### src/pkg/flash_ctrl_pkg.sv
// Purpose: shared constants for the flash access and program/erase controller
// Assumes: 100 MHz system clock, flash clock enable arriving as a tick input
// Notes:   durations are counted in flash clock ticks
package flash_ctrl_pkg;
    localparam int unsigned CLK_MHZ         = 100;
    localparam int unsigned NUM_MODULES     = 2;
    localparam int unsigned WAIT_W          = 4;
    localparam logic [3:0]  WAIT_RESET      = 4'h4;    // safe for any clock
    localparam int unsigned FLASH_TICK_KHZ  = 1000;    // flash clock rate
    localparam int unsigned ERASE_US        = 8000;    // 8.0 ms longest
    localparam int unsigned PROG_US         = 3500;    // 3.5 ms longest
    localparam int unsigned ERASE_TICKS     = (ERASE_US * FLASH_TICK_KHZ) / 1000;
    localparam int unsigned PROG_TICKS      = (PROG_US * FLASH_TICK_KHZ) / 1000;
    localparam int unsigned SEQ_OVERHEAD    = 2;       // system cycles of state machine
    localparam int unsigned PAR_LIMIT_ONE   = 2;       // reads from at most one module
    localparam int unsigned PAR_LIMIT_MANY  = 1;       // reads spread over modules
    localparam logic [1:0]  OP_PROGRAM      = 2'h1;
    localparam logic [1:0]  OP_ERASE        = 2'h2;
    localparam logic [31:0] ERASED_WORD     = 32'hffffffff;
endpackage : flash_ctrl_pkg

### src/hw/flash_op_timer.sv
// Purpose: one program/erase sequencer per flash module
// Assumes: tick is a one-cycle flash clock enable in the system domain
// Notes:   done pulses one cycle after the count runs out
`timescale 1ns/10ps
`default_nettype none
module flash_op_timer #(
    parameter int unsigned ERASE_TICKS = flash_ctrl_pkg::ERASE_TICKS,
    parameter int unsigned PROG_TICKS  = flash_ctrl_pkg::PROG_TICKS
) (
    // clock and reset
    input  wire logic       clk_sys,
    input  wire logic       rst_n,
    // control
    input  wire logic       start,
    input  wire logic [1:0] op,
    input  wire logic       tick,
    // status
    output logic            busy,
    output logic            done
);
    typedef enum logic [1:0] {T_IDLE, T_SETUP, T_RUN, T_FINISH} tstate_t;
    tstate_t     state_r, state_nxt;
    logic [31:0] cnt_r, cnt_nxt;
    logic        done_r, done_nxt;

    // sequencing: setup overhead, flash clock count, wrap-up cycle
    always_comb begin
        state_nxt = state_r;
        cnt_nxt   = cnt_r;
        done_nxt  = 1'b0;
        case (state_r)
            T_IDLE: begin
                if (start) begin
                    state_nxt = T_SETUP;
                    cnt_nxt   = (op == flash_ctrl_pkg::OP_ERASE) ? 32'(ERASE_TICKS) : 32'(PROG_TICKS);
                end
            end
            T_SETUP: state_nxt = T_RUN;
            T_RUN: begin
                if (tick) begin
                    cnt_nxt = cnt_r - 32'h1;
                    if (cnt_r <= 32'h1) state_nxt = T_FINISH;
                end
            end
            T_FINISH: begin
                state_nxt = T_IDLE;
                done_nxt  = 1'b1;
            end
            default: state_nxt = T_IDLE;
        endcase
    end

    always_ff @(posedge clk_sys or negedge rst_n) begin
        if (!rst_n) begin
            state_r <= T_IDLE;
            cnt_r   <= 32'h0;
            done_r  <= 1'b0;
        end else begin
            state_r <= state_nxt;
            cnt_r   <= cnt_nxt;
            done_r  <= done_nxt;
        end
    end

    assign busy = (state_r != T_IDLE);
    assign done = done_r;
endmodule : flash_op_timer
`default_nettype wire

### src/hw/flash_access_program_control.sv
// Purpose: flash read wait states and program/erase scheduling over modules
// Assumes: read and op requests come from logic on clk_sys; tick from a pin
// Notes:   outputs are all registered; flash arrays themselves sit outside
`timescale 1ns/10ps
`default_nettype none
module flash_access_program_control #(
    parameter int unsigned NUM_MODULES = flash_ctrl_pkg::NUM_MODULES,
    parameter int unsigned ERASE_TICKS = flash_ctrl_pkg::ERASE_TICKS,
    parameter int unsigned PROG_TICKS  = flash_ctrl_pkg::PROG_TICKS
) (
    // clock and reset
    input  wire logic                   clk_sys,
    input  wire logic                   rst_n,
    // memory bus read side
    input  wire logic                   rd_req,
    input  wire logic                   rd_seq,
    input  wire logic [NUM_MODULES-1:0] rd_module,
    input  wire logic [3:0]             flash_wait_cycles,
    output logic                        rd_ready_r,
    // program/erase request side
    input  wire logic                   op_req,
    input  wire logic [1:0]             op_kind,
    input  wire logic [NUM_MODULES-1:0] op_module,
    output logic                        op_accept_r,
    output logic                        op_reject_r,
    // flash clock enable from outside domain
    input  wire logic                   flash_tick_in,
    // status
    output logic [NUM_MODULES-1:0]      module_busy_r,
    output logic [NUM_MODULES-1:0]      op_done_r,
    output logic                        protect_on_r
);
    function automatic int unsigned popcount(input logic [NUM_MODULES-1:0] v);
        int unsigned n;
        n = 0;
        for (int i = 0; i < NUM_MODULES; i++) n += int'(v[i]);
        return n;
    endfunction : popcount

    // tick synchroniser and edge detect
    logic tick_s1_r, tick_s2_r, tick_s3_r, tick_pulse;
    always_ff @(posedge clk_sys or negedge rst_n) begin
        if (!rst_n) begin
            tick_s1_r <= 1'b0;
            tick_s2_r <= 1'b0;
            tick_s3_r <= 1'b0;
        end else begin
            tick_s1_r <= flash_tick_in;
            tick_s2_r <= tick_s1_r;
            tick_s3_r <= tick_s2_r;
        end
    end
    assign tick_pulse = tick_s2_r & ~tick_s3_r;

    // read wait counter
    logic [3:0] wait_r, wait_nxt;
    logic       rd_act_r, rd_act_nxt, rd_ready_nxt;
    always_comb begin
        wait_nxt     = wait_r;
        rd_act_nxt   = rd_act_r;
        rd_ready_nxt = 1'b0;
        if (!rd_act_r) begin
            if (rd_req) begin
                if (rd_seq) begin
                    rd_ready_nxt = 1'b1;       // prefetch serves it
                end else if (flash_wait_cycles == 4'h0) begin
                    rd_ready_nxt = 1'b1;
                end else begin
                    rd_act_nxt = 1'b1;
                    wait_nxt   = flash_wait_cycles - 4'h1;
                end
            end
        end else if (wait_r == 4'h0) begin
            rd_act_nxt   = 1'b0;
            rd_ready_nxt = 1'b1;
        end else begin
            wait_nxt = wait_r - 4'h1;
        end
    end
    always_ff @(posedge clk_sys or negedge rst_n) begin
        if (!rst_n) begin
            wait_r     <= 4'h0;
            rd_act_r   <= 1'b0;
            rd_ready_r <= 1'b0;
        end else begin
            wait_r     <= wait_nxt;
            rd_act_r   <= rd_act_nxt;
            rd_ready_r <= rd_ready_nxt;
        end
    end

    // modules read recently: last read target held until next read
    logic [NUM_MODULES-1:0] reading_r, reading_nxt;
    assign reading_nxt = rd_req ? rd_module : reading_r;

    // sequencers, one per module
    logic [NUM_MODULES-1:0] busy_w, done_w, start_w;
    for (genvar g = 0; g < NUM_MODULES; g++) begin : g_seq
        flash_op_timer #(
            .ERASE_TICKS (ERASE_TICKS),
            .PROG_TICKS  (PROG_TICKS)
        ) u_timer (
            .clk_sys (clk_sys),
            .rst_n   (rst_n),
            .start   (start_w[g]),
            .op      (op_kind),
            .tick    (tick_pulse),
            .busy    (busy_w[g]),
            .done    (done_w[g])
        );
    end

    // admission of program/erase requests
    logic ok, accept_nxt, reject_nxt;
    int unsigned limit;
    always_comb begin
        limit = (popcount(reading_nxt) <= 1) ? flash_ctrl_pkg::PAR_LIMIT_ONE
                                             : flash_ctrl_pkg::PAR_LIMIT_MANY;
        ok = op_req && (popcount(op_module) == 1)
             && ((op_kind == flash_ctrl_pkg::OP_PROGRAM) || (op_kind == flash_ctrl_pkg::OP_ERASE))
             && ((op_module & reading_nxt) == '0)
             && ((op_module & busy_w) == '0)
             && (popcount(busy_w) + 1 <= limit);
        accept_nxt = ok;
        reject_nxt = op_req && !ok;
        start_w    = ok ? op_module : '0;
    end

    // status registers; no protection exists at reset
    always_ff @(posedge clk_sys or negedge rst_n) begin
        if (!rst_n) begin
            reading_r     <= '0;
            op_accept_r   <= 1'b0;
            op_reject_r   <= 1'b0;
            module_busy_r <= '0;
            op_done_r     <= '0;
            protect_on_r  <= 1'b0;
        end else begin
            reading_r     <= reading_nxt;
            op_accept_r   <= accept_nxt;
            op_reject_r   <= reject_nxt;
            module_busy_r <= busy_w | start_w;
            op_done_r     <= done_w;
            protect_on_r  <= 1'b0;
        end
    end

    // checker state: cycles since a non-sequential take, so that every
    // programmed wait count is checked, not just one chosen value
    logic [4:0] chk_cnt_r, chk_cnt_nxt;
    logic [3:0] chk_wait_r, chk_wait_nxt;
    always_comb begin
        chk_cnt_nxt  = chk_cnt_r;
        chk_wait_nxt = chk_wait_r;
        if (rd_req && !rd_seq && !rd_act_r) begin
            chk_cnt_nxt  = 5'h01;
            chk_wait_nxt = flash_wait_cycles;
        end else if (chk_cnt_r == ({1'b0, chk_wait_r} + 5'h01)) begin
            chk_cnt_nxt  = 5'h00;              // answer due now, stop watching
        end else if (chk_cnt_r != 5'h00) begin
            chk_cnt_nxt  = chk_cnt_r + 5'h01;
        end
    end
    always_ff @(posedge clk_sys or negedge rst_n) begin
        if (!rst_n) begin
            chk_cnt_r  <= 5'h00;
            chk_wait_r <= 4'h0;
        end else begin
            chk_cnt_r  <= chk_cnt_nxt;
            chk_wait_r <= chk_wait_nxt;
        end
    end

    // read side: prefetch answers at once, random access pays the waits
    AST_SEQ_NO_WAIT: assert property (@(posedge clk_sys) disable iff (!rst_n)
        (rd_req && rd_seq && !rd_act_r) |=> rd_ready_r) else $error("seq read delayed");
    AST_NONSEQ_WAIT: assert property (@(posedge clk_sys) disable iff (!rst_n)
        (rd_req && !rd_seq && !rd_act_r && flash_wait_cycles == flash_ctrl_pkg::WAIT_RESET)
        |=> !rd_ready_r [*4] ##1 rd_ready_r) else $error("wait count wrong");
    AST_WAIT_ANY: assert property (@(posedge clk_sys) disable iff (!rst_n)
        (chk_cnt_r != 5'h00) |-> (rd_ready_r == (chk_cnt_r == ({1'b0, chk_wait_r} + 5'h01))))
        else $error("read answer off its wait count");
    // admission: reader, busy and parallel limits
    AST_NO_OP_ON_READER: assert property (@(posedge clk_sys) disable iff (!rst_n)
        (|(start_w & reading_nxt)) == 1'b0) else $error("op on read module");
    AST_PAR_LIMIT: assert property (@(posedge clk_sys) disable iff (!rst_n)
        popcount(busy_w) <= 2) else $error("too many parallel ops");
    AST_BUSY_REJECT: assert property (@(posedge clk_sys) disable iff (!rst_n)
        (op_req && |(op_module & busy_w)) |=> op_reject_r && !op_accept_r) else $error("busy not rejected");
    AST_BAD_REQ_REJECT: assert property (@(posedge clk_sys) disable iff (!rst_n)
        (op_req && (popcount(op_module) != 1)) |=> (op_reject_r && !op_accept_r))
        else $error("malformed op accepted");
    AST_ANSWER_EXCL: assert property (@(posedge clk_sys) disable iff (!rst_n)
        !(op_accept_r && op_reject_r)) else $error("accept and reject together");
    AST_M1_WHILE_M0: assert property (@(posedge clk_sys) disable iff (!rst_n)
        (op_req && op_module == 2'b10 && reading_nxt == 2'b01 && busy_w == '0
         && op_kind == flash_ctrl_pkg::OP_PROGRAM) |=> op_accept_r) else $error("module one refused");
    // sequencer status
    AST_BUSY_AFTER_ACCEPT: assert property (@(posedge clk_sys) disable iff (!rst_n)
        op_accept_r |-> (module_busy_r != '0)) else $error("busy missing");
    AST_DONE_ONE_CYCLE: assert property (@(posedge clk_sys) disable iff (!rst_n)
        (op_done_r & $past(op_done_r)) == '0) else $error("done longer than one cycle");
    AST_NO_PROTECT: assert property (@(posedge clk_sys) disable iff (!rst_n)
        !protect_on_r) else $error("protection set");
    COV_ACCEPT: cover property (@(posedge clk_sys) disable iff (!rst_n) op_accept_r);
    COV_SEQ: cover property (@(posedge clk_sys) disable iff (!rst_n) (rd_req && rd_seq) ##1 rd_ready_r);
    COV_REJECT: cover property (@(posedge clk_sys) disable iff (!rst_n) op_reject_r);
    COV_DONE: cover property (@(posedge clk_sys) disable iff (!rst_n) |op_done_r);
    COV_WAIT: cover property (@(posedge clk_sys) disable iff (!rst_n) rd_act_r ##1 rd_ready_r);
endmodule : flash_access_program_control
`default_nettype wire

### config.mk
export PLATFORM = sky130hd
export DESIGN_NAME = flash_access_program_control
export DESIGN_NICKNAME = d
export VERILOG_FILES = /design/src/pkg/flash_ctrl_pkg.sv /design/src/hw/flash_op_timer.sv /design/src/hw/flash_access_program_control.sv
export SDC_FILE = /design/constraint.sdc
export NUM_CORES = 1
export LEC_CHECK = 0
export BUFFER_PORTS_ARGS = -buffer_cell sky130_fd_sc_hd__buf_2
export CAP_MARGIN = 40
export CORE_UTILIZATION = 50
export CTS_CLUSTER_DIAMETER = 50
export DETAILED_ROUTE_END_ITERATION = 7
export HOLD_SLACK_MARGIN = 0.1
export PLACE_DENSITY = 0.77
export SLEW_MARGIN = 20
export SYNTH_ARGS = -nofsm -noshare
export SYNTH_HDL_FRONTEND = slang
export SYNTH_SLANG_ARGS = --single-unit
export TNS_END_PERCENT = 30
### constraint.sdc
create_clock -name clk_sys -period 4.25 [get_ports clk_sys]
set_input_delay 0.85 -clock clk_sys [delete_from_list [all_inputs] [get_ports clk_sys]]
set_output_delay 0.85 -clock clk_sys [all_outputs]
set_load 0.02 [all_outputs]
After elaboration in Yosys (flattened, before gate mapping)
Index checks and enable logic that the tools add are counted.

Bits in registers: 87. Input bits: 16. Output and inout bits: 8. Logic and storage cells: 111.

Add/subtract/negate cells: 8. Order comparisons: 4. Equality and inequality tests: 18. Mux-type cells: 35. Bitwise operators: 5. Reductions and logical operators: 24.

Operators by type and width (count): $mux 32 (4); $pmux 32 s2 (2); $le 32x1->1 const B (2); $sub 32x1->32 const B (2); $mux 4 (5); $mux 2 (9); $pmux 2 s4 (2); $mux 13 (1); $mux 1 (12); $reduce_and 3->1 (4); $eq 2x2->1 const B (5); $ne 2x2->1 const B (5); $reduce_bool 2->1 (5); $eq 2x1->1 const B (4); $logic_not 2->1 (4); $logic_not 4->1 (2); $ne 2x1->1 const B (4); $sub 4x1->4 const B (2); $add 1x1->2 (3); $logic_and 1x1->1 (6); $and 2x2->2 (2); $reduce_and 4->1 (1); $add 2x1->3 const B (1); $le 3x2->1 (1); other kinds (6) (6).

Depth between registers and ports, before layout
Gate-level depths: netlist of run 1.

Word-level depth: 10. Mapped depth: 11. Gate-level depth less buffers: 10.

By module
From an unflattened synthesis of run 1, not the netlist that was laid out.

Cell total of the unflattened synthesis: 499. Area total of the unflattened synthesis: 4931.0 µm².

By module, submodules not included: flash_op_timer (instances 2, cells each 216, area each 2045.7 µm², sequential area each 875.8 µm²); flash_access_program_control (instances 1, cells each 67, area each 839.6 µm², sequential area each 425.4 µm²).

Least setup slack after synthesis of run 1
No wires, ideal clock.

Path type: input-to-reg. Start: input rd_req. End: register g_seq[0].u_timer.cnt_r[25]. Setup time: 0.078 ns. Arrival time: 3.731 ns. Required time: 4.172 ns. Slack: 0.441 ns. Cell stages on the path: 9. Path buffers: 1. Cells stage by stage: mux2_2 and2_1 fa_1 or4b_1 o31a_1 or4_1 buf_2 or4_1 a21oi_1.

Longest elaborated chain between the ends: 9. Elaborated cells between the ends (all ways): 13. Classes of those cells: 1 x add/sub; 2 x order compare; 1 x eq/ne; 3 x mux; 1 x bitwise; 5 x reduce/logical.

RTL lines: start, declared (line flash_access_program_control.sv:15) `input wire logic rd_req,`; $mux 2 (*) (line flash_access_program_control.sv:94) `assign reading_nxt = rd_req ? rd_module : reading_r;`; $add 1x1->2 or $and 2x2->2 (tied branches) (line flash_access_program_control.sv:36, flash_access_program_control.sv:121); $le 2x1->1 or $logic_not 2->1 (tied branches) (line flash_access_program_control.sv:117, flash_access_program_control.sv:121); $mux 2 or $logic_and 1x1->1 (tied branches) (line flash_access_program_control.sv:117, flash_access_program_control.sv:121); $le 3x2->1 or $logic_and 1x1->1 (tied branches) (line flash_access_program_control.sv:123, flash_access_program_control.sv:122); $logic_and 1x1->1 (*) (line flash_access_program_control.sv:123) `&& (popcount(busy_w) + 1 <= limit);`; $mux 2 (*) (line flash_access_program_control.sv:126) `start_w = ok ? op_module : '0;`; $ne 2x2->1 (no source line) (*); $reduce_and 3->1 (no source line) (*); end signal, assigned (line flash_op_timer.sv:60) `cnt_r <= cnt_nxt;`; end, declared (line flash_op_timer.sv:23) `logic [31:0] cnt_r, cnt_nxt;`.

Mark *: on every way between the ends. The rest lies on a longest branch, timed or not. A chain may end at the register's enable or synchronous reset.

Final worst setup path of run 1
Start: input rd_req. End: register g_seq[0].u_timer.cnt_r[25].

Longest elaborated chain between the ends: 9. Elaborated cells between the ends (all ways): 13. Classes of those cells: 1 x add/sub; 2 x order compare; 1 x eq/ne; 3 x mux; 1 x bitwise; 5 x reduce/logical.

RTL lines: $mux 2 (*) (line flash_access_program_control.sv:94); net reading_nxt[1] (line flash_access_program_control.sv:93) `logic [NUM_MODULES-1:0] reading_r, reading_nxt;`; $add 1x1->2 or $and 2x2->2 (tied branches) (line flash_access_program_control.sv:36, flash_access_program_control.sv:121); $le 2x1->1 or $logic_not 2->1 (tied branches) (line flash_access_program_control.sv:117, flash_access_program_control.sv:121); $mux 2 or $logic_and 1x1->1 (tied branches) (line flash_access_program_control.sv:117, flash_access_program_control.sv:121); $le 3x2->1 or $logic_and 1x1->1 (tied branches) (line flash_access_program_control.sv:123, flash_access_program_control.sv:122); $logic_and 1x1->1 (*) (line flash_access_program_control.sv:123); $mux 2 (*) (line flash_access_program_control.sv:126); $ne 2x2->1 (no source line) (*); $reduce_and 3->1 (no source line) (*).

The timed path passes the listed nets; every way through them passes the cells marked *.

==> results of run 1 <==
-- power groups by stage --
| stage | registers [W] | logic (W) | clock network (W) |
|---|---|---|---|
| 2_1_floorplan | 0.000956 | 0.000256 | 0 |
| 3_3_place_gp | 0.000973 | 0.000317 | 0 |
| 3_5_place_dp | 0.000978 | 0.000334 | 0 |
| 4_1_cts | 0.000961 | 0.000334 | 0.000613 |
| 5_1_grt | 0.000974 | 0.000380 | 0.000652 |
| 6_report | 0.000965 | 0.000333 | 0.000604 |
-- cell usage in the layout, fill, tap and decap left out, types with 5 or more instances in the layout --
cell type | Yosys | final
dfrtp_1 | 87 | 87
o21ai_0 | 36 | 36
nand2_1 | 32 | 32
nor2_1 | 30 | 30
a21oi_1 | 25 | 25
or4_1 | 21 | 21
or3_1 | 21 | 21
buf_2 | 2 | 21
nor3_1 | 18 | 18
nand3_1 | 18 | 18
inv_1 | 17 | 17
o31ai_1 | 15 | 15
buf_4 | 1 | 15
nor4_1 | 13 | 12
ha_1 | 12 | 12
nand4_1 | 9 | 9
clkbuf_8 | 0 | 9
o41ai_1 | 8 | 8
nand2b_1 | 8 | 8
o211ai_1 | 8 | 8
mux2_2 | 7 | 7
a221o_1 | 7 | 7
and2_1 | 7 | 7
mux2i_1 | 7 | 7
o31a_1 | 6 | 6
o22ai_1 | 5 | 5
-- sequential cells by signal, indices dropped and copies added, names as in the netlist --
signal and flops:
rd_act_r 1, wait_r 4, g_seq.u_timer.done 2, tick_s3_r 1, rd_ready_r 1, op_accept_r 1
tick_s1_r 1, op_reject_r 1, module_busy_r 2, op_done_r 2, g_seq.u_timer.cnt_r 64, reading_r 2
tick_s2_r 1, g_seq.u_timer.state_r 4
-- cells in the mapped netlist, types with 15 or more instances --
cell      count  share of area, %
nand3_1      18               1.9
a21oi_1      25               2.6
nor2_1       30               2.3
clkbuf_1     23               1.8
or4_1        21               3.3
nor3_1       18               1.9
dfrtp_1      87                45
inv_1        17               1.3
o21ai_0      36               3.7
o31ai_1      15               2.3
nand2_1      32               2.5
or3_1        21               2.7
-- metal layers --
layer,vias up,routed length (um),global-route usage [%]
met1,1982,4710,27.9
met3,17,400,3.83
met5,-,0,0
li1,1950,-,-
met2,91,5250,39.1
met4,0,176,9.92
-- cell type report --
type,instances,area [um^2],share of cell area (%)
tap,129,161,3.06
sequential,87,2180,41.2
timing repair buffer,36,218,4.12
multi-input combinational,372,2460,46.5
clock buffer,9,124,2.34
clock inverter,7,80.1,1.52
inverter,17,63.8,1.21
-- worst min path at each step --
stage	start	end	slack, ns	depth (start not counted)
after floorplan	g_seq[0].u_timer.done	op_done_r[0]	0.33	0
after CTS	tick_s1_r	tick_s2_r	0.36	0
after global placement	g_seq[0].u_timer.done	op_done_r[0]	0.33	0
after detailed placement	tick_s1_r	tick_s2_r	0.34	0
final	tick_s1_r	tick_s2_r	0.35	0
after global routing	g_seq[1].u_timer.done	op_done_r[1]	0.37	0
-- per-stage QoR --
step | cell area [um^2] | instances | total power (W) | util [%]
6_report | 5280 | 657 | 0.00190 | 56.9
5_1_grt | 5280 | 657 | 0.00201 | 56.9
4_1_cts | 5280 | 657 | 0.00191 | 56.9
3_5_place_dp | 5080 | 641 | 0.00131 | 54.7
3_3_place_gp | 5080 | 641 | 0.00129 | 54.7
2_1_floorplan | 4810 | 504 | 0.00121 | -
-- cells by family after synthesis --
logic type,Yosys count,synth area share (%)
flops,87,45.2
compound gates,134,18.9
other cells,1,0.0779
simple gates,204,24.2
buf+inv,45,3.80
fa+ha+maj,13,3.54
mux,14,3.09
xor+xnor,6,1.09
-- worst max-delay path, delay by kind of cell --
family	cells	cell delay (ns)
AO/OA/AOI/OAI	2	0.45
adder cells (fa/ha/maj)	1	0.39
AND/OR/NAND/NOR	4	1.86
buffers and inverters	1	0.11
multiplexers	1	0.36
==> impl_metrics.prom, run 1 <==
# TYPE chip_impl_metric gauge
chip_impl_info{name="run_status",value="complete, no violations"} 1
chip_impl_metric{name="final_critical_delay_including_setup_and_external_delays",unit="ns"} 3.71
chip_impl_metric{name="power.density_cell_area",unit="mW/mm^2"} 360
chip_impl_metric{name="h-tree-depth",unit=""} 3
chip_impl_metric{name="start_util",unit="%"} 51.8
chip_impl_metric{name="drv_cap",unit=""} 0
chip_impl_metric{name="numPortBuffers",unit=""} 22
chip_impl_metric{name="worst-endpoint-required",unit="ns"} 4.56
chip_impl_info{name="grt_setup_unrepaired",value="false"} 1
chip_impl_metric{name="yosysSeqAreaShare",unit="%"} 45.2
chip_impl_metric{name="timing.critical_path.slowest_cell_delay",unit="ns"} 0.69
chip_impl_metric{name="post-route-drc-count",unit=""} 0
chip_impl_metric{name="final_wirelength",unit="um"} 10500
chip_impl_info{name="worstSetupStartpointType",value="primary input"} 1
chip_impl_metric{name="cts_repair_resize_count",unit=""} 0
chip_impl_metric{name="grt_remaining_overflow",unit=""} 0
chip_impl_metric{name="drtPass1Iterations",unit=""} 4
chip_impl_info{name="cts.root.buffer_cell",value="clkbuf_8"} 1
chip_impl_metric{name="dp_hpwl",unit="um"} 7390
chip_impl_metric{name="comb_power_share",unit="%"} 17.5
chip_impl_metric{name="clkTransAtPathRegs",unit="ns"} 0.10
chip_impl_metric{name="netlist-cell-type-count",unit=""} 63
chip_impl_metric{name="worstMarginPinSlew",unit="ns"} 0.707
chip_impl_metric{name="worst_ep_arrival_time",unit="ns"} 4.02
chip_impl_metric{name="clockPowerShare",unit="%"} 31.8
chip_impl_info{name="r2r_end",value="g_seq[0].u_timer.cnt_r[25]"} 1
chip_impl_metric{name="irDropWorstVdd",unit="uV"} 211
chip_impl_metric{name="fillerInstances",unit=""} 813
chip_impl_metric{name="yosys_register_bits",unit=""} 87
chip_impl_info{name="r2r_start",value="g_seq[0].u_timer.state_r[0]"} 1
chip_impl_metric{name="slew_viol_final",unit=""} 0
chip_impl_metric{name="fin_skew",unit="ns"} 0.0173
chip_impl_metric{name="setup_violations",unit=""} 0
chip_impl_metric{name="number_of_global_route_vias_before_repair",unit=""} 3946
chip_impl_metric{name="floorplan.die.height",unit="um"} 100
chip_impl_info{name="ys_dominant_reg_cell",value="dfrtp_1"} 1
chip_impl_metric{name="core.rowCount",unit=""} 35
chip_impl_metric{name="slew_headroom",unit="%"} 52.9
chip_impl_metric{name="wire_per_inst",unit="um"} 16.0
chip_impl_metric{name="setup_tns",unit="ns"} 0
chip_impl_metric{name="cts.hold.buffers_added",unit=""} 0
chip_impl_metric{name="worst-path-max-fanout",unit=""} 9
chip_impl_metric{name="average_size_of_a_mapped_cell",unit="um^2"} 9.55
chip_impl_info{name="cp_slowest_cell",value="or4_1"} 1
chip_impl_metric{name="cellInternalPower",unit="W"} 0.00131
chip_impl_metric{name="syn-num-nets",unit=""} 533
chip_impl_metric{name="number_of_nets_still_failing_antenna_checks_after_routing",unit=""} 0
chip_impl_metric{name="cts.sink_count",unit=""} 87
chip_impl_metric{name="share_of_final_layout_standard_cells_stronger_than_drive_strength_1",unit="%"} 13.4
chip_impl_metric{name="areaGrowthSynthToFinish",unit="%"} 9.78
chip_impl_metric{name="insertedDiodeCount",unit=""} 0
chip_impl_metric{name="yosysWarningCount",unit=""} 0
chip_impl_metric{name="place.gp.congestion",unit=""} 0.854
chip_impl_metric{name="final_cycle_share",unit="%"} 87.4
chip_impl_info{name="crit_path_end_kind",value="flop"} 1
chip_impl_info{name="path_class",value="primary input to flop"} 1
chip_impl_metric{name="final_critical_path_setup_slack",unit="ns"} 0.537
chip_impl_info{name="worstHoldPathType",value="flop to flop"} 1
chip_impl_info{name="setup.worst_path.end",value="g_seq[0].u_timer.cnt_r[25]"} 1
chip_impl_metric{name="clock_path_buffers",unit=""} 2
chip_impl_metric{name="sw_frac_of_total",unit="%"} 30.9
chip_impl_metric{name="power_leakage",unit="nW"} 2.14
chip_impl_metric{name="hold_viol",unit=""} 0
chip_impl_metric{name="max_freq",unit="GHz"} 0.269
chip_impl_metric{name="asyncSetResetFlopFracSynth",unit="%"} 100
chip_impl_info{name="critPathMostFrequentCell",value="or4_1"} 1
chip_impl_metric{name="clock_latency",unit="ns"} 0.37
chip_impl_info{name="worstPathCellList",value="buf_2 > mux2_2 > and2_1 > fa_1 > or4b_1 > o31a_1 > or4_1 > or4_1 > a21oi_1"} 1
chip_impl_metric{name="drt-initial-drc-count",unit=""} 209
chip_impl_metric{name="grt_start_max_net_pins",unit=""} 58
chip_impl_metric{name="synth_edf_count",unit=""} 0
chip_impl_metric{name="power_frac_seq",unit="%"} 50.7
chip_impl_metric{name="route.vias.total",unit=""} 4040
chip_impl_metric{name="nets",unit=""} 552
chip_impl_metric{name="global_route_wire_length_before_repair",unit="um"} 18000
chip_impl_metric{name="dp_worst_setup_slack",unit="ns"} 0.151
chip_impl_metric{name="post_synth_inst_count",unit=""} 504
chip_impl_info{name="cts_tree",value="done"} 1
chip_impl_metric{name="core",unit="mm^2"} 0.00928
chip_impl_info{name="cp-startpoint",value="rd_req"} 1
chip_impl_metric{name="hold_ws",unit="ns"} 0.354
chip_impl_metric{name="die_w",unit="um"} 100
chip_impl_metric{name="route.detailed.vias_per_inst",unit=""} 6.15
chip_impl_metric{name="setup.reg_to_reg.worst_slack",unit="ns"} 0.77
chip_impl_metric{name="cts.repair_timing.setup_buffer_count",unit=""} 0
chip_impl_metric{name="synth_area",unit="mm^2"} 0.00481
chip_impl_metric{name="die_area",unit="mm^2"} 0.0100
chip_impl_metric{name="total_switching_power",unit="W"} 0.000588
chip_impl_metric{name="antenna_found_initial",unit=""} 0
chip_impl_metric{name="numCtsBuffers",unit=""} 9
chip_impl_metric{name="grtUsageTotal",unit="%"} 22.6
chip_impl_metric{name="pin_count",unit=""} 24
chip_impl_metric{name="reg2regPathDepth",unit=""} 9
Note: power is estimated with default switching activity, not from simulation.
==> run 2: changes to the inputs <==
--- a/config.mk
+++ b/config.mk
@@ -12,6 +12,7 @@
 export DETAILED_ROUTE_END_ITERATION = 7
 export HOLD_SLACK_MARGIN = 0.1
 export PLACE_DENSITY = 0.77
+export REMOVE_ABC_BUFFERS = 1
 export SLEW_MARGIN = 20
 export SYNTH_ARGS = -nofsm -noshare
 export SYNTH_HDL_FRONTEND = slang
==> run 2 against run 1 <==
First-iteration DRC count rose by 21%. Combinational power about the same. Power increased by 0.28%. Critical path type unchanged. Largest cell class unchanged.
==> impl_metrics.prom, run 2 (synthesis gave the netlist of run 1 again) <==
# TYPE chip_impl_metric gauge
chip_impl_metric{name="irDropWorstVdd",unit="uV"} 190
chip_impl_metric{name="grt_remaining_overflow",unit=""} 0
chip_impl_metric{name="fillerInstances",unit=""} 811
chip_impl_metric{name="route.vias.total",unit=""} 4061
chip_impl_metric{name="clockPowerShare",unit="%"} 31.8
chip_impl_metric{name="ff_latch_area",unit="mm^2"} 0.00218
chip_impl_info{name="hp-start",value="tick_s1_r"} 1
chip_impl_metric{name="antenna_found_initial",unit=""} 0
chip_impl_metric{name="hold_viol",unit=""} 0
chip_impl_metric{name="power_leakage",unit="nW"} 2.14
chip_impl_info{name="cts.root.buffer_cell",value="clkbuf_8"} 1
chip_impl_metric{name="drt-initial-drc-count",unit=""} 252
chip_impl_metric{name="grtUsageTotal",unit="%"} 21.9
chip_impl_metric{name="core",unit="mm^2"} 0.00928
chip_impl_metric{name="comb_power_share",unit="%"} 17.6
chip_impl_metric{name="timing.hold.worst_path_depth",unit=""} 0
chip_impl_metric{name="power.density_cell_area",unit="mW/mm^2"} 360
chip_impl_info{name="grt_setup_unrepaired",value="false"} 1
chip_impl_metric{name="slew_headroom",unit="%"} 46.9
chip_impl_metric{name="start_util",unit="%"} 51.8
chip_impl_metric{name="route.detailed.vias_per_inst",unit=""} 6.19
chip_impl_metric{name="final_wirelength",unit="um"} 10500
chip_impl_metric{name="cts_repair_resize_count",unit=""} 0
chip_impl_metric{name="setup_violations",unit=""} 0
chip_impl_metric{name="total_switching_power",unit="W"} 0.000550
chip_impl_metric{name="global_route_wire_length_before_repair",unit="um"} 17600
chip_impl_info{name="path_class",value="primary input to flop"} 1
chip_impl_metric{name="drv_cap",unit=""} 0
chip_impl_info{name="cts_tree",value="done"} 1
chip_impl_metric{name="number_of_global_route_vias_before_repair",unit=""} 3876
chip_impl_info{name="final_cell_mix",value="dfrtp_1 (87), o21ai_0 (36), nand2_1 (32), nor2_1 (30), a21oi_1 (25)"} 1
chip_impl_metric{name="cts.hold.buffers_added",unit=""} 0
chip_impl_metric{name="numCtsBuffers",unit=""} 9
chip_impl_metric{name="place.gp.congestion",unit=""} 0.851
chip_impl_metric{name="die_area",unit="mm^2"} 0.0100
chip_impl_metric{name="wire_per_inst",unit="um"} 16.0
chip_impl_metric{name="worst_ep_arrival_time",unit="ns"} 4.14
chip_impl_info{name="worstHoldEndpoint",value="tick_s2_r"} 1
chip_impl_metric{name="slew_viol_final",unit=""} 0
chip_impl_metric{name="fin_skew",unit="ns"} 0.0137
chip_impl_metric{name="grt_start_max_net_pins",unit=""} 65
chip_impl_info{name="crit_path_end_kind",value="flop"} 1
chip_impl_metric{name="share_of_final_layout_standard_cells_stronger_than_drive_strength_1",unit="%"} 12.9
chip_impl_metric{name="floorplan.die.height",unit="um"} 100
chip_impl_metric{name="worst-path-max-fanout",unit=""} 9
chip_impl_metric{name="numPortBuffers",unit=""} 22
chip_impl_metric{name="insertedDiodeCount",unit=""} 0
chip_impl_metric{name="die_w",unit="um"} 100
chip_impl_info{name="r2r_end",value="g_seq[0].u_timer.cnt_r[27]"} 1
chip_impl_metric{name="post-route-drc-count",unit=""} 0
chip_impl_metric{name="clock_path_buffers",unit=""} 2
chip_impl_metric{name="cts.sink_count",unit=""} 87
chip_impl_metric{name="nets",unit=""} 551
chip_impl_metric{name="sw_frac_of_total",unit="%"} 28.9
chip_impl_metric{name="max_freq",unit="GHz"} 0.258
chip_impl_metric{name="worst-endpoint-required",unit="ns"} 4.51
chip_impl_metric{name="setup_tns",unit="ns"} 0
chip_impl_info{name="r2r_start",value="g_seq[0].u_timer.state_r[0]"} 1
chip_impl_info{name="max_flop_register",value="g_seq.u_timer.cnt_r"} 1
chip_impl_metric{name="clock_latency",unit="ns"} 0.34
chip_impl_info{name="layout_commonest_cell",value="dfrtp_1"} 1
chip_impl_metric{name="final_cycle_share",unit="%"} 91.2
chip_impl_metric{name="number_of_nets_still_failing_antenna_checks_after_routing",unit=""} 0
chip_impl_metric{name="drtPass1Iterations",unit=""} 5
chip_impl_metric{name="multi_input_area",unit="mm^2"} 0.00246
chip_impl_metric{name="cellInternalPower",unit="W"} 0.00136
chip_impl_metric{name="largest_register_ffs",unit=""} 64
chip_impl_metric{name="areaGrowthSynthToFinish",unit="%"} 10.0
chip_impl_metric{name="h-tree-depth",unit=""} 3
chip_impl_metric{name="dp_hpwl",unit="um"} 7090
chip_impl_metric{name="clkTransAtPathRegs",unit="ns"} 0.08
chip_impl_info{name="worstSetupStartpointType",value="primary input"} 1
chip_impl_info{name="cp-startpoint",value="rd_req"} 1
chip_impl_metric{name="pin_count",unit=""} 24
chip_impl_metric{name="setup.reg_to_reg.worst_slack",unit="ns"} 0.61
chip_impl_metric{name="worstMarginPinSlew",unit="ns"} 0.790
chip_impl_metric{name="final_critical_delay_including_setup_and_external_delays",unit="ns"} 3.87
chip_impl_metric{name="cts.repair_timing.setup_buffer_count",unit=""} 0
chip_impl_info{name="layout_top_registers",value="g_seq.u_timer.cnt_r: 64 flops, g_seq.u_timer.state_r: 4 flops, wait_r: 4 flops"} 1
chip_impl_metric{name="power_frac_seq",unit="%"} 50.6
chip_impl_metric{name="core.rowCount",unit=""} 35
chip_impl_info{name="worstHoldPathType",value="flop to flop"} 1
chip_impl_metric{name="final_core_util",unit="%"} 57.0
chip_impl_info{name="run_status",value="complete, no violations"} 1
chip_impl_metric{name="reg2regPathDepth",unit=""} 9
[run 2: cell types whose count changed in the layout (fill, tap and decap cells not counted)]
cell,before,now
buf_12,0,1
clkinv_2,1,0
clkbuf_8,9,12
clkbuf_1,0,2
buf_4,15,13
clkinv_4,1,0
inv_6,2,0
inv_8,1,0
[run 2: how the worst max path moves through the flow]
stage / to / slack [ns] / depth (start not counted)
3_3_place_gp: g_seq[0].u_timer.cnt_r[25] / 0.21 / 9
6_report: g_seq[0].u_timer.cnt_r[27] / 0.38 / 9
2_1_floorplan: g_seq[0].u_timer.cnt_r[28] / 0.38 / 9
4_1_cts: g_seq[0].u_timer.cnt_r[27] / 0.40 / 9
5_1_grt: g_seq[0].u_timer.cnt_r[27] / 0.26 / 9
3_5_place_dp: g_seq[0].u_timer.cnt_r[27] / 0.05 / 9
[run 2: layer usage]
layer | share of wire, % | global-route usage (%) | vias up
li1 | - | - | 1957
met1 | 47 | 28.8 | 1971
met2 | 47 | 37.1 | 120
met3 | 4.7 | 3.34 | 13
met4 | 1.3 | 7.69 | 0
met5 | 0 | 0 | -
[run 2: final cells by class]
type,instances,area share [%]
timing repair buffer,35,4.21
tap,129,3.05
multi-input combinational,372,46.4
inverter,17,1.21
sequential,87,41.1
clock inverter,2,0.709
clock buffer,14,3.26
[run 2: power groups by stage]
stage	logic (W)	clock network (W)	registers (W)
6_report	0.000336	0.000606	0.000965
5_1_grt	0.000383	0.000648	0.000974
4_1_cts	0.000335	0.000614	0.000962
3_5_place_dp	0.000333	0	0.000978
3_3_place_gp	0.000317	0	0.000972
2_1_floorplan	0.000243	0	0.000964
[run 2: metrics by stage]
step / worst slack [ns] / hold WS (ns) / total power, W / cells / area [um^2]
4_1_cts: 0.400 / 0.354 / 0.00191 / 655 / 5270
5_1_grt: 0.261 / 0.358 / 0.00200 / 656 / 5290
3_3_place_gp: 0.207 / 0.333 / 0.00129 / 639 / 5060
6_report: 0.376 / 0.351 / 0.00191 / 656 / 5290
3_5_place_dp: 0.0477 / 0.336 / 0.00131 / 639 / 5060
2_1_floorplan: 0.380 / 0.331 / 0.00121 / 476 / 4690
[run 2: critical path: stages]
cell and delay [ns]:
buf_2 0.11, mux2_2 0.37, and2_1 0.18, fa_1 0.40, or4b_1 0.54, o31a_1 0.35
or4_1 0.69, or4_1 0.46, a21oi_1 0.17
==> run 3: changes to the inputs <==
--- a/config.mk
+++ b/config.mk
@@ -8,6 +8,7 @@
 export BUFFER_PORTS_ARGS = -buffer_cell sky130_fd_sc_hd__buf_2
 export CAP_MARGIN = 40
 export CORE_UTILIZATION = 50
+export CTS_BUF_LIST = sky130_fd_sc_hd__clkbuf_4 sky130_fd_sc_hd__clkbuf_8
 export CTS_CLUSTER_DIAMETER = 50
 export DETAILED_ROUTE_END_ITERATION = 7
 export HOLD_SLACK_MARGIN = 0.1
==> run 3 against run 2 <==
Non-clock buffer count unchanged. Via count decreased by 0.91%. Critical path depth unchanged. Flip-flop and latch count stayed put. Power grew 0.65%. Clock power increased by 2%. First-iteration DRC count increased by 16%. Critical endpoint unchanged. Critical path type unchanged. Die area unchanged. Worst hold slack about the same.
==> impl_metrics.prom, run 3 (synthesis gave the netlist of run 1 again) <==
# TYPE chip_impl_metric gauge
chip_impl_metric{name="route.vias.total",unit=""} 4024
chip_impl_metric{name="wire_per_inst",unit="um"} 16.0
chip_impl_metric{name="number_of_global_route_vias_before_repair",unit=""} 3876
chip_impl_info{name="run_status",value="complete, no violations"} 1
chip_impl_metric{name="die_area",unit="mm^2"} 0.0100
chip_impl_metric{name="cts_repair_resize_count",unit=""} 0
chip_impl_metric{name="dp_hpwl",unit="um"} 7090
chip_impl_metric{name="hold_viol",unit=""} 0
chip_impl_metric{name="drt-initial-drc-count",unit=""} 292
chip_impl_metric{name="cts.repair_timing.setup_buffer_count",unit=""} 0
chip_impl_metric{name="reg2regPathDepth",unit=""} 9
chip_impl_metric{name="setup.reg_to_reg.worst_slack",unit="ns"} 0.61
chip_impl_metric{name="slew_headroom",unit="%"} 44.2
chip_impl_info{name="cp-startpoint",value="rd_req"} 1
chip_impl_info{name="cp_top_family",value="simple AND/OR/NAND/NOR gates"} 1
chip_impl_metric{name="cts.hold.buffers_added",unit=""} 0
chip_impl_metric{name="drtPass1Iterations",unit=""} 4
chip_impl_metric{name="place.gp.congestion",unit=""} 0.851
chip_impl_metric{name="worstMarginPinSlew",unit="ns"} 0.830
chip_impl_info{name="worstPathCellList",value="buf_2 > mux2_2 > and2_1 > fa_1 > or4b_1 > o31a_1 > or4_1 > or4_1 > a21oi_1"} 1
chip_impl_metric{name="grt_start_max_net_pins",unit=""} 65
chip_impl_metric{name="grtUsageTotal",unit="%"} 21.9
chip_impl_metric{name="cellInternalPower",unit="W"} 0.00137
chip_impl_metric{name="antenna_found_initial",unit=""} 0
chip_impl_metric{name="core",unit="mm^2"} 0.00928
chip_impl_info{name="worstSetupStartpointType",value="primary input"} 1
chip_impl_metric{name="insertedDiodeCount",unit=""} 0
chip_impl_info{name="r2r_start",value="g_seq[0].u_timer.state_r[0]"} 1
chip_impl_metric{name="global_route_wire_length_before_repair",unit="um"} 17600
chip_impl_metric{name="areaGrowthSynthToFinish",unit="%"} 10.2
chip_impl_metric{name="path_depth",unit=""} 9
chip_impl_info{name="grt_setup_unrepaired",value="false"} 1
chip_impl_metric{name="grt_remaining_overflow",unit=""} 0
chip_impl_metric{name="floorplan.die.height",unit="um"} 100
chip_impl_metric{name="max_freq",unit="GHz"} 0.258
chip_impl_metric{name="number_of_nets_still_failing_antenna_checks_after_routing",unit=""} 0
chip_impl_metric{name="sw_frac_of_total",unit="%"} 28.7
chip_impl_info{name="cts_tree",value="done"} 1
chip_impl_metric{name="share_of_final_layout_standard_cells_stronger_than_drive_strength_1",unit="%"} 13.3
chip_impl_metric{name="final_cycle_share",unit="%"} 91.1
chip_impl_metric{name="worst-path-max-fanout",unit=""} 9
chip_impl_metric{name="cts.sink_count",unit=""} 87
chip_impl_metric{name="clock_latency",unit="ns"} 0.35
chip_impl_metric{name="route.detailed.vias_per_inst",unit=""} 6.13
chip_impl_metric{name="drv_cap",unit=""} 0
chip_impl_metric{name="numPortBuffers",unit=""} 22
chip_impl_metric{name="worst-endpoint-required",unit="ns"} 4.52
chip_impl_metric{name="largest_register_ffs",unit=""} 64
chip_impl_metric{name="worst_ep_arrival_time",unit="ns"} 4.14
chip_impl_info{name="critPathMostFrequentCell",value="or4_1"} 1
chip_impl_info{name="cts.root.buffer_cell",value="clkbuf_8"} 1
chip_impl_metric{name="fin_skew",unit="ns"} 0.0127
chip_impl_metric{name="power_frac_seq",unit="%"} 50.2
chip_impl_info{name="layout_commonest_cell",value="dfrtp_1"} 1
chip_impl_info{name="cp_slowest_cell",value="or4_1"} 1
chip_impl_metric{name="clkTransAtPathRegs",unit="ns"} 0.08
chip_impl_metric{name="core.rowCount",unit=""} 35
chip_impl_metric{name="numCtsBuffers",unit=""} 9
chip_impl_metric{name="critical_path.n_buffers_inverters",unit=""} 1
chip_impl_info{name="layout_top_registers",value="g_seq.u_timer.cnt_r: 64 flops, g_seq.u_timer.state_r: 4 flops, wait_r: 4 flops"} 1
chip_impl_info{name="r2r_end",value="g_seq[0].u_timer.cnt_r[27]"} 1
chip_impl_metric{name="setup_tns",unit="ns"} 0
chip_impl_metric{name="setup_violations",unit=""} 0
chip_impl_info{name="max_flop_register",value="g_seq.u_timer.cnt_r"} 1
chip_impl_metric{name="final_critical_delay_including_setup_and_external_delays",unit="ns"} 3.87
chip_impl_info{name="setup.worst_path.end",value="g_seq[0].u_timer.cnt_r[27]"} 1
chip_impl_metric{name="clock_path_buffers",unit=""} 2
chip_impl_info{name="worstHoldPathType",value="flop to flop"} 1
chip_impl_metric{name="pin_count",unit=""} 24
chip_impl_metric{name="start_util",unit="%"} 51.8
chip_impl_metric{name="timing.critical_path.slowest_cell_delay",unit="ns"} 0.69
chip_impl_info{name="path_class",value="primary input to flop"} 1
chip_impl_info{name="final_cell_mix",value="dfrtp_1 (87), o21ai_0 (36), nand2_1 (32), nor2_1 (30), a21oi_1 (25)"} 1
chip_impl_metric{name="power.density_cell_area",unit="mW/mm^2"} 362
chip_impl_metric{name="final_core_util",unit="%"} 57.1
chip_impl_metric{name="slew_viol_final",unit=""} 0
chip_impl_metric{name="h-tree-depth",unit=""} 3
chip_impl_metric{name="die_w",unit="um"} 100
chip_impl_metric{name="power_leakage",unit="nW"} 2.14
chip_impl_info{name="crit_path_end_kind",value="flop"} 1
chip_impl_metric{name="nets",unit=""} 551
chip_impl_metric{name="comb_power_share",unit="%"} 17.4
chip_impl_metric{name="post-route-drc-count",unit=""} 0
chip_impl_metric{name="irDropWorstVdd",unit="uV"} 189
chip_impl_metric{name="final_wirelength",unit="um"} 10500
chip_impl_metric{name="total_switching_power",unit="W"} 0.000550
chip_impl_metric{name="clockPowerShare",unit="%"} 32.3
==> run 3: worst reg2reg max path: stages (launching register included) <==
cell	delay [ns]
dfrtp_1	0.40
inv_1	0.11
ha_1	0.23
inv_1	0.13
fa_1	0.47
or4b_1	0.54
o31a_1	0.36
or4_1	0.69
or4_1	0.46
a21oi_1	0.17
==> run 3: power by group through the flow <==
stage	Clock, W	Combinational, W	Sequential (W)
2_1_floorplan	0	0.000243	0.000964
3_3_place_gp	0	0.000317	0.000972
3_5_place_dp	0	0.000333	0.000978
4_1_cts	0.000627	0.000335	0.000962
5_1_grt	0.000661	0.000382	0.000974
6_report	0.000620	0.000335	0.000964
==> run 3: area by class of cell <==
type / instances / area, um^2
tap: 129 / 161
sequential: 87 / 2180
clock buffer: 14 / 180
clock inverter: 2 / 37.5
fill: 809 / 3980
inverter: 17 / 63.8
multi-input combinational: 372 / 2460
timing repair buffer: 35 / 223
==> run 3: per-stage QoR <==
step / area, um^2 / setup slack (ns) / power [W] / hold slack [ns] / instances
2_1_floorplan: 4690 / 0.380 / 0.00121 / 0.331 / 476
3_3_place_gp: 5060 / 0.207 / 0.00129 / 0.333 / 639
3_5_place_dp: 5060 / 0.0477 / 0.00131 / 0.336 / 639
4_1_cts: 5280 / 0.400 / 0.00192 / 0.354 / 655
5_1_grt: 5300 / 0.261 / 0.00202 / 0.358 / 656
6_report: 5300 / 0.377 / 0.00192 / 0.351 / 656
==> run 3: how the worst min path moves through the flow <==
stage | from | to | slack, ns | depth (start not counted)
global placement | tick_s1_r | tick_s2_r | 0.33 | 0
global route | tick_s1_r | tick_s2_r | 0.36 | 0
floorplan | g_seq[0].u_timer.done | op_done_r[0] | 0.33 | 0
CTS | tick_s1_r | tick_s2_r | 0.35 | 0
finish | tick_s1_r | tick_s2_r | 0.35 | 0
detailed placement | tick_s1_r | tick_s2_r | 0.34 | 0
==> run 3: routing by layer <==
| layer | track usage (%) | routed length [um] | share of wire (%) |
|---|---|---|---|
| met1 | 28.8 | 4950 | 47 |
| met2 | 37.1 | 4980 | 47 |
| met3 | 3.34 | 467 | 4.4 |
| met4 | 7.69 | 125 | 1.2 |
| met5 | 0 | 0 | 0 |
